## config.mk

```make
export PLATFORM = sky130hd
export DESIGN_NAME = pfmm_mapper
export DESIGN_NICKNAME = d
export VERILOG_FILES = /design/src/verilog/pfmm_pkg.sv /design/src/verilog/pfmm_fec_gen.sv /design/src/verilog/pfmm_mapper.sv
export SDC_FILE = /design/constraint.sdc
export NUM_CORES = 1
export LEC_CHECK = 0
export BUFFER_PORTS_ARGS = -buffer_cell sky130_fd_sc_hd__buf_2
export CORE_ASPECT_RATIO = 0.8
export CORE_UTILIZATION = 25
export DETAILED_ROUTE_END_ITERATION = 10
export PLACE_DENSITY_LB_ADDON = 0.3
export SKIP_CTS_REPAIR_TIMING = 1
export SYNTH_ARGS = -nofsm -noshare
export SYNTH_HDL_FRONTEND = slang
export SYNTH_SLANG_ARGS = --single-unit
```

## constraint.sdc

```tcl
create_clock -name clock_in -period 3.9 [get_ports clock_in]
set_input_delay 0.195 -clock clock_in [delete_from_list [all_inputs] [get_ports clock_in]]
set_output_delay 0.195 -clock clock_in [all_outputs]
set_load 0.05 [all_outputs]
```

## src/verilog/pfmm_pkg.sv

```systemverilog
// Constants and carrier types for the protected PDH multiframe mapper
package pfmm_pkg;
  // Multiframe geometry
  localparam int TS_PER_FRAME      = 32;
  localparam int FR_PER_BLOCK      = 8;
  localparam int BL_PER_SB         = 8;
  localparam int SB_PER_MF         = 3;
  localparam int FRAMES_PER_MF     = 192;
  localparam int SLOTS_PER_MF      = 6144;
  localparam int SB_BYTES          = 2048;
  localparam int BLOCK_BYTES       = 256;
  // Line timing, paced by the network's own 2048 kHz clock
  localparam int MULTIFRAME_DURATION_US = 24000;
  localparam int FRAME_PERIOD_US        = 125;
  localparam int LINE_RATE_KBPS         = 2048;
  // Slot positions
  localparam logic [4:0] TS_LINE_SYNC = 5'h00;
  localparam logic [4:0] TS_LINE_SUPV = 5'h10;
  localparam logic [4:0] TS_MF_MGMT   = 5'h01;
  localparam logic [4:0] TS_MF_SUPV   = 5'h02;
  localparam logic [4:0] TS_LAST      = 5'h1F;
  localparam logic [2:0] IDX_LAST     = 3'h7;
  localparam logic [1:0] SB_LAST      = 2'h2;
  // Capacity split per block: 238 usable bytes after reserved slots
  localparam int USABLE_PER_MF     = 5760;
  localparam int MGMT_PER_MF       = 48;
  localparam logic [7:0] TPB_HIGH  = 8'hE9;  // 233 transport bytes
  localparam logic [7:0] TPB_PROT  = 8'hE0;  // 224 transport bytes
  localparam logic [7:0] FEC_HIGH  = 8'h05;
  localparam logic [7:0] FEC_PROT  = 8'h0E;
  localparam int FEC_MAX           = 14;
  // Transport frame sizes per variant
  localparam int TRANSPORT_FRAME_LENGTH_HIGH = 5596;
  localparam int TRANSPORT_FRAME_LENGTH_PROT = 5380;
  localparam logic [12:0] TF_BYTES_HIGH = 13'h15D8;  // 5592
  localparam logic [12:0] TF_BYTES_PROT = 13'h1500;  // 5376
  localparam logic [12:0] SLOTS_MF_W    = 13'h1800;  // 6144
  // Fill and reset values, and the GF(256) field polynomial
  localparam logic [7:0] PAD_BYTE   = 8'h55;
  localparam logic [7:0] IDLE_BYTE  = 8'hFF;
  localparam logic [7:0] GF_POLY    = 8'h1D;

  typedef struct packed {
    logic [1:0] sb;
    logic [2:0] bl;
    logic [2:0] fr;
    logic [4:0] ts;
  } pfmm_pos_t;

  typedef struct packed {
    logic [7:0] line_sync_byte;
    logic [7:0] line_supervision_byte;
  } pfmm_net_t;

  typedef struct packed {
    logic [23:0] timestamp;
    logic        crc_violation;
    logic [7:0]  err_field;
    logic [7:0]  line_err_field;
    logic        err_override;
  } pfmm_mgmt_t;
endpackage

```

## src/verilog/pfmm_fec_gen.sv

```systemverilog
// Reed-Solomon check symbol generator over GF(256), one symbol per root
`timescale 1ns/100ps
module pfmm_fec_gen #(
  parameter int NSYM = 14
) (
  input  wire logic       clock_in,
  input  wire logic       rst_n_in,
  input  wire logic       clear_in,
  input  wire logic       data_valid_in,
  input  wire logic [7:0] data_in,
  input  wire logic [3:0] sel_in,
  output logic      [7:0] sym_out
);
  import pfmm_pkg::*;

  function automatic logic [7:0] mul_alpha_pow(input logic [7:0] v, input int k);
    logic [7:0] r;
    r = v;
    for (int i = 0; i < k; i++) begin
      r = {r[6:0], 1'b0} ^ (r[7] ? GF_POLY : 8'h00);
    end
    return r;
  endfunction

  logic [7:0] acc_r [NSYM];

  // Horner evaluation of the block polynomial at alpha^(i+1)
  for (genvar i = 0; i < NSYM; i++) begin : g_sym
    always_ff @(posedge clock_in or negedge rst_n_in) begin
      if (!rst_n_in) begin
        acc_r[i] <= 8'h00;
      end else if (clear_in) begin
        acc_r[i] <= 8'h00;
      end else if (data_valid_in) begin
        acc_r[i] <= mul_alpha_pow(acc_r[i], i + 1) ^ data_in;
      end
    end
  end

  always_comb begin
    sym_out = 8'h00;
    if (32'(sel_in) < NSYM) begin
      sym_out = acc_r[sel_in];
    end
  end
endmodule // pfmm_fec_gen

```

## src/verilog/pfmm_mapper.sv

```systemverilog
// Transport-frame to 2048 kbit/s protected multiframe mapper, transmit side
// How it works
// - 24 ms multiframe of 192 frames
// - 3 superblocks of 8 blocks each
// - Block is 8 frames of 32 bytes
// - Frame is 32 byte-wide timeslots
// - Timeslot 0 carries only line sync byte
// - Timeslot 16 carries only line supervision byte
// - High variant: 5592 transport, 120 FEC bytes
// - Protected variant: 5376 transport, 336 FEC bytes
// - High variant frame length 5596 bytes
// - Protected variant frame length 5380 bytes
// - Leading sync field never sent; from index -4
// - Line-side error status may replace carried status
// - Reed-Solomon check symbols protect block data
// - Timestamp bits spread across management bytes
// - Management byte in ts1 of frame 0
// - Supervision byte in ts2 of frame 0
// - Management byte holds block, superblock numbers
`timescale 1ns/100ps
module pfmm_mapper (
  input  wire logic                  clock_in,
  input  wire logic                  rst_n_in,
  input  wire logic                  link_clk_in,
  input  wire logic                  variant_in,
  input  wire pfmm_pkg::pfmm_net_t   net_in,
  input  wire pfmm_pkg::pfmm_mgmt_t  mgmt_in,
  input  wire logic [7:0]            supv_byte_in,
  input  wire logic [7:0]            tf_data_in,
  input  wire logic                  tf_valid_in,
  output logic                       tf_ready_out,
  output logic                       line_data_out,
  output logic                       mf_start_out,
  output logic                       underrun_out
);
  import pfmm_pkg::*;

  logic [2:0]  lk_sync_r;
  logic        bit_en;
  logic [2:0]  bit_cnt_r;
  logic        load;
  pfmm_pos_t   pos_r;
  logic        pos_zero;
  logic [7:0]  shift_r;
  logic        variant_r;
  logic [23:0] stamp_r;
  logic        crc_r;
  logic [7:0]  err_r;
  logic [7:0]  didx_r;
  logic [7:0]  hold_r;
  logic        hold_valid_r;
  logic        hold_valid_nxt;
  logic [12:0] acc_cnt_r;
  logic [12:0] acc_cnt_nxt;
  logic        accept;
  logic        consume;
  logic        is_data;
  logic        is_fec;
  logic [7:0]  tpb;
  logic [12:0] tf_limit;
  logic [7:0]  byte_nxt;
  logic [7:0]  fec_sym;
  logic [4:0]  mf_blk;
  logic        stamp_bit;
  logic        sig_bit;

  // Line clock is foreign: two flops before the edge detector
  always_ff @(posedge clock_in or negedge rst_n_in) begin
    if (!rst_n_in) begin
      lk_sync_r <= 3'h0;
    end else begin
      lk_sync_r <= {lk_sync_r[1:0], link_clk_in};
    end
  end
  assign bit_en = lk_sync_r[1] & ~lk_sync_r[2];
  assign load   = bit_en && (bit_cnt_r == IDX_LAST);

  always_ff @(posedge clock_in or negedge rst_n_in) begin
    if (!rst_n_in) begin
      bit_cnt_r <= IDX_LAST;
    end else if (bit_en) begin
      bit_cnt_r <= bit_cnt_r + 3'h1;
    end
  end

  // Slot position walks ts, frame, block, superblock
  always_ff @(posedge clock_in or negedge rst_n_in) begin
    if (!rst_n_in) begin
      pos_r <= '0;
    end else if (load) begin
      pos_r.ts <= pos_r.ts + 5'h01;
      if (pos_r.ts == TS_LAST) begin
        pos_r.fr <= pos_r.fr + 3'h1;
        if (pos_r.fr == IDX_LAST) begin
          pos_r.bl <= pos_r.bl + 3'h1;
          if (pos_r.bl == IDX_LAST) begin
            pos_r.sb <= (pos_r.sb == SB_LAST) ? 2'h0 : pos_r.sb + 2'h1;
          end
        end
      end
    end
  end
  assign pos_zero = (pos_r == '0);

  // Per-multiframe settings are frozen so a frame never mixes variants
  always_ff @(posedge clock_in or negedge rst_n_in) begin
    if (!rst_n_in) begin
      variant_r <= 1'b0;
      stamp_r   <= 24'h000000;
      crc_r     <= 1'b0;
      err_r     <= 8'h00;
    end else if (load && pos_zero) begin
      variant_r <= variant_in;
      stamp_r   <= mgmt_in.timestamp;
      crc_r     <= mgmt_in.crc_violation;
      err_r     <= mgmt_in.err_override ? mgmt_in.line_err_field
                                        : mgmt_in.err_field;
    end
  end

  assign tpb      = variant_r ? TPB_PROT : TPB_HIGH;
  assign tf_limit = variant_r ? TF_BYTES_PROT : TF_BYTES_HIGH;
  assign is_data  = (pos_r.ts != TS_LINE_SYNC) && (pos_r.ts != TS_LINE_SUPV) &&
                    !((pos_r.fr == 3'h0) && (pos_r.ts <= TS_MF_SUPV));
  assign consume  = load && is_data && (didx_r < tpb);
  assign is_fec   = is_data && (didx_r >= tpb);
  assign mf_blk   = {pos_r.sb, pos_r.bl};

  // Index within the block's data area, restarted after the supervision byte
  always_ff @(posedge clock_in or negedge rst_n_in) begin
    if (!rst_n_in) begin
      didx_r <= 8'h00;
    end else if (load) begin
      if (pos_r.fr == 3'h0 && pos_r.ts == TS_MF_SUPV) begin
        didx_r <= 8'h00;
      end else if (is_data) begin
        didx_r <= didx_r + 8'h01;
      end
    end
  end

  pfmm_fec_gen #(
    .NSYM (FEC_MAX)
  ) u_fec (
    .clock_in      (clock_in),
    .rst_n_in      (rst_n_in),
    .clear_in      (load && pos_r.fr == 3'h0 && pos_r.ts == TS_LINE_SYNC),
    .data_valid_in (consume),
    .data_in       (hold_valid_r ? hold_r : PAD_BYTE),
    .sel_in        (4'(didx_r - tpb)),
    .sym_out       (fec_sym)
  );

  // Block 0 of superblock 0 carries the MSb of each 24-bit word
  always_comb begin
    stamp_bit = stamp_r[5'd23 - mf_blk];
    sig_bit   = 1'b0;
    if (pos_r.sb == 2'h0 && pos_r.bl == 3'h0) begin
      sig_bit = crc_r;
    end else if (pos_r.sb == 2'h0 && pos_r.bl == 3'h1) begin
      sig_bit = variant_r;
    end else if (pos_r.sb == 2'h1) begin
      sig_bit = err_r[3'h7 - pos_r.bl];
    end
  end

  // Byte for the slot about to go out; b0 is the MSb, sent first
  always_comb begin
    byte_nxt = IDLE_BYTE;
    if (pos_r.ts == TS_LINE_SYNC) begin
      byte_nxt = net_in.line_sync_byte;
    end else if (pos_r.ts == TS_LINE_SUPV) begin
      byte_nxt = net_in.line_supervision_byte;
    end else if (pos_r.fr == 3'h0 && pos_r.ts == TS_MF_MGMT) begin
      byte_nxt = {pos_r.bl, pos_r.sb, stamp_bit, sig_bit, 1'b0};
    end else if (pos_r.fr == 3'h0 && pos_r.ts == TS_MF_SUPV) begin
      byte_nxt = supv_byte_in;
    end else if (is_fec) begin
      byte_nxt = fec_sym;
    end else begin
      byte_nxt = hold_valid_r ? hold_r : PAD_BYTE;
    end
  end

  always_ff @(posedge clock_in or negedge rst_n_in) begin
    if (!rst_n_in) begin
      shift_r <= IDLE_BYTE;
    end else if (load) begin
      shift_r <= byte_nxt;
    end else if (bit_en) begin
      shift_r <= {shift_r[6:0], 1'b1};
    end
  end
  assign line_data_out = shift_r[7];

  // One-byte holding stage; source stops once the frame's quota is in
  assign accept         = tf_valid_in && tf_ready_out;
  assign hold_valid_nxt = accept || (hold_valid_r && !consume);
  assign acc_cnt_nxt    = (load && pos_zero) ? {12'h000, accept}
                                             : acc_cnt_r + {12'h000, accept};
  always_ff @(posedge clock_in or negedge rst_n_in) begin
    if (!rst_n_in) begin
      hold_r       <= PAD_BYTE;
      hold_valid_r <= 1'b0;
      acc_cnt_r    <= 13'h0000;
      tf_ready_out <= 1'b0;
    end else begin
      if (accept) begin
        hold_r <= tf_data_in;
      end
      hold_valid_r <= hold_valid_nxt;
      acc_cnt_r    <= acc_cnt_nxt;
      tf_ready_out <= !hold_valid_nxt && (acc_cnt_nxt < tf_limit);
    end
  end

  always_ff @(posedge clock_in or negedge rst_n_in) begin
    if (!rst_n_in) begin
      mf_start_out <= 1'b0;
      underrun_out <= 1'b0;
    end else begin
      mf_start_out <= load && pos_zero;
      underrun_out <= consume && !hold_valid_r;
    end
  end

  // Checking helpers
  logic [12:0] chk_slots_r;
  logic [12:0] chk_tx_r;
  logic [7:0]  chk_fec_r;
  logic        chk_seen_r;
  always_ff @(posedge clock_in or negedge rst_n_in) begin
    if (!rst_n_in) begin
      chk_slots_r <= 13'h0000;
      chk_tx_r    <= 13'h0000;
      chk_fec_r   <= 8'h00;
      chk_seen_r  <= 1'b0;
    end else if (load) begin
      chk_slots_r <= pos_zero ? 13'h0001 : chk_slots_r + 13'h0001;
      chk_tx_r    <= pos_zero ? 13'h0000 : chk_tx_r + {12'h000, consume};
      chk_fec_r   <= (pos_r.fr == 3'h0 && pos_r.ts == TS_LINE_SYNC) ? 8'h00
                     : chk_fec_r + {7'h00, is_fec};
      chk_seen_r  <= chk_seen_r | pos_zero;
    end
  end
endmodule // pfmm_mapper

```

==> results.sh, run 1 <==
export IMPL_end_kind="flop"
export IMPL_drv_slew=0
export IMPL_first_pass_iters=5
export IMPL_synth_cell_types=68
export IMPL_vdd_drop_max_mv=0.3073
export IMPL_die_x_um=256.5
export IMPL_path_max_fanout=24
export IMPL_dp_hpwl_mm=24.37
export IMPL_min_from="mgmt_in[9]"
export IMPL_worstPathArrival_ns=3.73
export IMPL_synth_xor_area_share_pct=20.64
export IMPL_clock_path_buffers=3
export IMPL_rsz0062_at_grt="no"
export IMPL_grt_pass1_vias=9363
export IMPL_cts_htree_levels=1
export IMPL_crit_slowest_cell="dfrtp_1"
export IMPL_drc=0
export IMPL_synth_mux_area_share_pct=11.04
export IMPL_ys_ff_latch=206
export IMPL_worst_setup_hold_path_clk_slew_ns=0.06
export IMPL_syn_area_sq_um=12950
export IMPL_crit_top_cell="ha_1"
export IMPL_synth_top_family_by_area="XOR/XNOR gates"
export IMPL_synthArstFlopShare_pct=100.0
export IMPL_grt_total_usage_pct=13.57
export IMPL_clockRootBuffer="clkbuf_16"
export IMPL_synth_cells=1287
export IMPL_power_density_nw_per_um2=430.2
export IMPL_setup_viol=0
export IMPL_mostFrequentLayoutCells="xnor2_1, dfrtp_1, nand2_1, xor2_1"
export IMPL_cp_required_ns=4.34
export IMPL_drive_gt1_share_pct=19.20
export IMPL_drtIter0Drc=584
export IMPL_layout_commonest_cell="xnor2_1"
export IMPL_areaGrowthSynthToFinish_pct=18.73
export IMPL_vias=9614
export IMPL_yosysWarnings=0
export IMPL_timing_hold_ws_ns=-0.02329
export IMPL_max_slew_worst_pin_slew_ns=1.118
export IMPL_hold_end="err_r[0]$_DFFE_PN0N_"
export IMPL_dpl_cell_area_sq_um=14100
export IMPL_crit_family="simple AND/OR/NAND/NOR gates"
export IMPL_rr_worst_depth=12
export IMPL_startpoint_type="flop"
export IMPL_reg2reg_to="tf_ready_out$_DFF_PN0_"
export IMPL_antenna_cells=0
export IMPL_synth_simple_area_share_pct=11.08
export IMPL_min_period_ns=3.287
export IMPL_grt_pass1_wl_mm=56.25
export IMPL_tritoncts="done"
export IMPL_antenna_found_initial=1
export IMPL_clock_latency_ns=0.54
export IMPL_hp_class="input port to flop"
export IMPL_wl_per_cell_um=17.46
export IMPL_syn_num_nets=1391
export IMPL_initial_core_util_pct=25.35
export IMPL_synth_edff_count=0
export IMPL_maxCapViolCount=0
export IMPL_syn_avg_cell_area_sq_um=10.07
export IMPL_nets=1480
export IMPL_fill_cells=5299
export IMPL_r2r_setup_slack_ns=0.61
export IMPL_cts_buffers=26
export IMPL_cpPeakStageDelay_ns=0.43
export IMPL_core_sq_um=51110
export IMPL_finalInstanceArea_sq_um=15380
export IMPL_min_period_over_period_pct=84.27
export IMPL_die_area_sq_um=52740
export IMPL_numPortBuffers=82
export IMPL_ys_flop_type="dfrtp_1"
export IMPL_vias_per_cell=4.622
export IMPL_status="complete, but fails checks"
export IMPL_cp_depth=12
export IMPL_fmax_ghz=0.3043
export IMPL_crit_buf_inv=2
export IMPL_cts_sinks=206
export IMPL_rr_startpoint="pos_r[1]$_DFFE_PN0N_"
export IMPL_synth_fa_ha_area_share_pct=2.415
export IMPL_total_power_mw=6.617
export IMPL_routed_wl_mm=36.31
export IMPL_gp_congestion=0.7971
export IMPL_min_path_cells=3
export IMPL_hold_viol=7
export IMPL_ys_seq_area_share_pct=39.94
export IMPL_grt_max_degree=147
export IMPL_synth_compound_gate_area_share_pct=11.19
export IMPL_fin_skew_ns=0.02461
export IMPL_max_slew_margin_pct=25.48
export IMPL_violations="negative hold slack"
export IMPL_power_leakage_nw=6.430
export IMPL_path_cells="inv_1 -> ha_1 -> nor3b_2 -> nand2_1 -> nor4_2 -> buf_4 -> nor2_1 -> ha_1 -> a21o_1 -> nor4b_1 -> o41ai_1 -> a31oi_1"
export IMPL_path_class="flop to flop"
export IMPL_overflow=0
export IMPL_tns_ns=0
export IMPL_die_y_um=205.6
export IMPL_ant_nets=0
export IMPL_row_count=74
export IMPL_pin_count=83
[registers in the layout, indices dropped and copies added (netlist names), 5 cells and up]
signal / cells
hold_r: 8
u_fec.acc_r: 112
acc_cnt_r: 13
err_r: 8
didx_r: 8
pos_r: 8
shift_r: 8
stamp_r: 24
mf_blk: 5
[per-stage QoR]
step / setup WS [ns] / instances / hold slack [ns] / util, %
floorplan: 0.9372 / 1287 / -0.1006 / -
global placement: 0.7168 / 1992 / 0.3060 / 27.59
detailed placement: 0.6183 / 1992 / 0.3056 / 27.59
CTS: 0.5801 / 2040 / -0.2732 / 29.31
global route: 0.2383 / 2080 / -0.001534 / 30.09
finish: 0.6134 / 2080 / -0.02329 / 30.09
[tightest hold or removal path, cell delays in order]
cell,delay (ns)
buf_2,0.07
mux2i_1,0.05
a21oi_1,0.13
[cells by family (layout without fill, tap and decap cells)]
kind of cell,after synthesis,in the layout
xor gates and xnor gates,302,302
AOI/OAI and AO/OA,249,249
buffers and inverters,109,218
and+or+nand+nor,294,294
adders and majority gates,25,25
muxes,102,102
DFF,206,206
[synth_stat cells (8+ instances only)]
| cell | n | area share, % |
|---|---|---|
| a31oi_1 | 10 | 0.48 |
| o21ai_0 | 71 | 2.7 |
| mux4_2 | 28 | 4.9 |
| nand2b_1 | 25 | 1.2 |
| a21oi_1 | 23 | 0.89 |
| dfstp_2 | 15 | 3.0 |
| nor2b_1 | 30 | 1.4 |
| inv_1 | 16 | 0.46 |
| mux2i_1 | 27 | 2.1 |
| nand2_1 | 119 | 3.4 |
| nor2_1 | 57 | 1.7 |
| mux2_2 | 47 | 4.1 |
| xnor2_1 | 210 | 14 |
| o31ai_1 | 19 | 1.1 |
| dfrtp_1 | 191 | 37 |
| o21ai_1 | 81 | 3.1 |
| xor2_1 | 89 | 6.0 |
| ha_1 | 25 | 2.4 |
| nand4_1 | 8 | 0.39 |
| buf_2 | 35 | 1.4 |
| clkbuf_1 | 47 | 1.4 |
| nand3_1 | 14 | 0.54 |
[per-layer routing]
| metal | vias up | track usage [%] | routed length (um) |
|---|---|---|---|
| met3 | 47 | 2.439 | 1606 |
| met2 | 200 | 20.03 | 15840 |
| met5 | - | 0 | 11 |
| met4 | 2 | 3.104 | 706 |
| met1 | 4795 | 20.29 | 18140 |
| li1 | 4570 | - | - |
[power breakdown]
part	total [mW]	internal, mW	switching (mW)
registers	2.45	2.34	0.108
logic	1.70	0.745	0.950
clock network	2.47	1.48	0.984
[area by class of cell]
| class | instances | area, sq um | area share (%) |
|---|---|---|---|
| Clock buffer | 33 | 706.9 | 4.596 |
| Clock inverter | 15 | 172.7 | 1.123 |
| Inverter | 16 | 60.06 | 0.3905 |
| Multi-Input combinational cell | 972 | 7326 | 47.63 |
| Sequential cell | 206 | 5174 | 33.64 |
| Tap cell | 684 | 855.8 | 5.564 |
| Timing Repair Buffer | 154 | 1086 | 7.061 |
[worst max-delay path by stage]
stage / slack [ns] / endpoint / start
after floorplan: 0.94 / tf_ready_out$_DFF_PN0_ / mf_blk[0]$_DFFE_PN0P_
after global placement: 0.72 / shift_r[5]$_DFFE_PN1P_ / variant_r$_DFFE_PN0N_
after detailed placement: 0.62 / tf_ready_out$_DFF_PN0_ / pos_r[1]$_DFFE_PN0N_
after CTS: 0.58 / tf_ready_out$_DFF_PN0_ / pos_r[1]$_DFFE_PN0N_
after global routing: 0.24 / tf_ready_out$_DFF_PN0_ / pos_r[1]$_DFFE_PN0N_
final: 0.61 / tf_ready_out$_DFF_PN0_ / pos_r[1]$_DFFE_PN0N_
Note: power is estimated with default switching activity, not from simulation.
==> run 2, diff against run 1 <==
clock period = 3 ns   (was 3.9 ns; I/O delays follow)
==> run 2 against run 1 <==
Compared with the run above:
- the run now ends clean
- setup slack worse by 0.35 ns
- sequential cell count is the same
- cell count rose by 1.4%
- power up 28%
- sequential share of layout area down 0.51 points
- routed wire length is 3.5% higher
- clock skew is 0.0080 ns lower
==> results.sh, run 2 (same netlist as run 1, synthesis figures left out) <==
export IMPL_r2r_setup_slack_ns=0.26
export IMPL_min_from="net_in[11]"
export IMPL_tns_ns=0
export IMPL_dp_hpwl_mm=26.22
export IMPL_reg_top3="u_fec.acc_r x112, stamp_r x24, acc_cnt_r x13"
export IMPL_cpPeakStageDelay_ns=0.43
export IMPL_status="finished, final reports clean"
export IMPL_min_period_over_period_pct=91.32
export IMPL_fin_skew_ns=0.01659
export IMPL_numPortBuffers=82
export IMPL_nets=1511
export IMPL_timing_hold_ws_ns=0.001267
export IMPL_rr_startpoint="pos_r[1]$_DFFE_PN0N_"
export IMPL_areaGrowthSynthToFinish_pct=20.56
export IMPL_cts_sinks=206
export IMPL_rsz0062_at_grt="no"
export IMPL_path_max_fanout=7
export IMPL_layout_commonest_cell="xnor2_1"
export IMPL_hold_end="shift_r[3]$_DFFE_PN1P_"
export IMPL_seq_area_sq_um=5174
export IMPL_grt_pass1_wl_mm=57.50
export IMPL_grt_total_usage_pct=13.99
export IMPL_tritoncts="done"
export IMPL_cts_buffers=25
export IMPL_crit_slowest_cell="dfrtp_1"
export IMPL_worst_setup_hold_path_clk_slew_ns=0.06
export IMPL_vias=9771
export IMPL_hp_class="input port to flop"
export IMPL_first_pass_iters=5
export IMPL_vias_per_cell=4.631
export IMPL_die_area_sq_um=52740
export IMPL_multi_input_area_sq_um=7332
export IMPL_power_leakage_nw=6.560
export IMPL_maxCapViolCount=0
export IMPL_routed_wl_mm=37.59
export IMPL_fill_cells=5282
export IMPL_drv_slew=0
export IMPL_clockRootBuffer="clkbuf_16"
export IMPL_row_count=74
export IMPL_worstPathArrival_ns=3.15
export IMPL_mostFrequentLayoutCells="xnor2_1, dfrtp_1, nand2_1, xor2_1"
export IMPL_grt_pass1_vias=9267
export IMPL_clock_path_buffers=3
export IMPL_hold_viol=0
export IMPL_drive_gt1_share_pct=19.50
export IMPL_wl_per_cell_um=17.81
export IMPL_min_path_cells=3
export IMPL_drtIter0Drc=675
export IMPL_path_cells="inv_1 -> ha_1 -> nor3b_2 -> nand2_1 -> nor4_2 -> buf_4 -> nor2_1 -> ha_1 -> a21boi_0 -> nor4b_2 -> o41ai_1 -> a31oi_1"
export IMPL_antenna_cells=0
export IMPL_cts_htree_levels=1
export IMPL_antenna_found_initial=0
export IMPL_power_density_nw_per_um2=541.3
export IMPL_path_class="flop to flop"
export IMPL_drc=0
export IMPL_crit_family="simple AND/OR/NAND/NOR gates"
export IMPL_die_x_um=256.5
export IMPL_clock_latency_ns=0.54
export IMPL_max_slew_margin_pct=53.57
export IMPL_crit_top_cell="ha_1"
export IMPL_max_slew_worst_pin_slew_ns=0.6965
export IMPL_pin_count=83
export IMPL_overflow=0
export IMPL_rr_worst_depth=12
export IMPL_initial_core_util_pct=25.35
export IMPL_setup_viol=0
export IMPL_fmax_ghz=0.3650
export IMPL_die_y_um=205.6
export IMPL_reg2reg_to="tf_ready_out$_DFF_PN0_"
export IMPL_min_period_ns=2.739
export IMPL_regMostFlops="u_fec.acc_r"
export IMPL_gp_congestion=0.8568
export IMPL_ant_nets=0
export IMPL_cp_required_ns=3.41
export IMPL_crit_buf_inv=2
export IMPL_vdd_drop_max_mv=0.3434
export IMPL_end_kind="flop"
export IMPL_startpoint_type="flop"
export IMPL_largest_reg_flops=112
export IMPL_core_sq_um=51110
export IMPL_grt_max_degree=147
export IMPL_crit_start="pos_r[1]$_DFFE_PN0N_"
run 2: per-layer routing:
layer / global-route usage, % / up-vias / wire (um)
met5: 0 / - / 0
met4: 2.721 / 0 / 664
met3: 3.449 / 41 / 2376
met2: 19.77 / 205 / 15970
met1: 21.20 / 4873 / 18580
li1: - / 4652 / -
run 2: worst min-delay path, cell delays in order:
cell and delay, ns:
buf_2 0.12, a21oi_1 0.18, o31ai_1 0.09
run 2: layout make-up:
cell class | count | share of cell area [%]
Tap cell | 684 | 5.479
Clock inverter | 4 | 0.3124
Sequential cell | 206 | 33.13
Inverter | 16 | 0.3845
Multi-Input combinational cell | 972 | 46.94
Timing Repair Buffer | 186 | 9.020
Clock buffer | 42 | 4.734
run 2: worst max-delay path by stage:
stage / end / cells after the start / slack [ns]
3_3_place_gp: shift_r[1]$_DFFE_PN1P_ / 8 / 0.31
3_5_place_dp: tf_ready_out$_DFF_PN0_ / 12 / 0.24
6_report: tf_ready_out$_DFF_PN0_ / 12 / 0.26
2_1_floorplan: tf_ready_out$_DFF_PN0_ / 14 / 0.04
4_1_cts: tf_ready_out$_DFF_PN0_ / 12 / 0.20
5_1_grt: tf_ready_out$_DFF_PN0_ / 12 / 0.02
run 2: stage by stage:
stage                     util (%)  setup WS [ns]  power (mW)  std cells  cell area [sq um]
after detailed placement     27.92         0.2417       5.480       2008              14270
after global placement       27.92         0.3132       5.446       2008              14270
after global routing         30.56        0.01593       8.896       2110              15620
after floorplan                  -        0.03724       4.749       1287              12950
final                        30.56         0.2605       8.454       2110              15620
after CTS                    29.47         0.2035       8.481       2054              15060
run 2: power by group:
group	internal, mW	switching [mW]	leakage (nW)
Combinational	1.05	1.26	3.42
Sequential	3.05	0.135	2.76
Clock	1.75	1.21	0.385
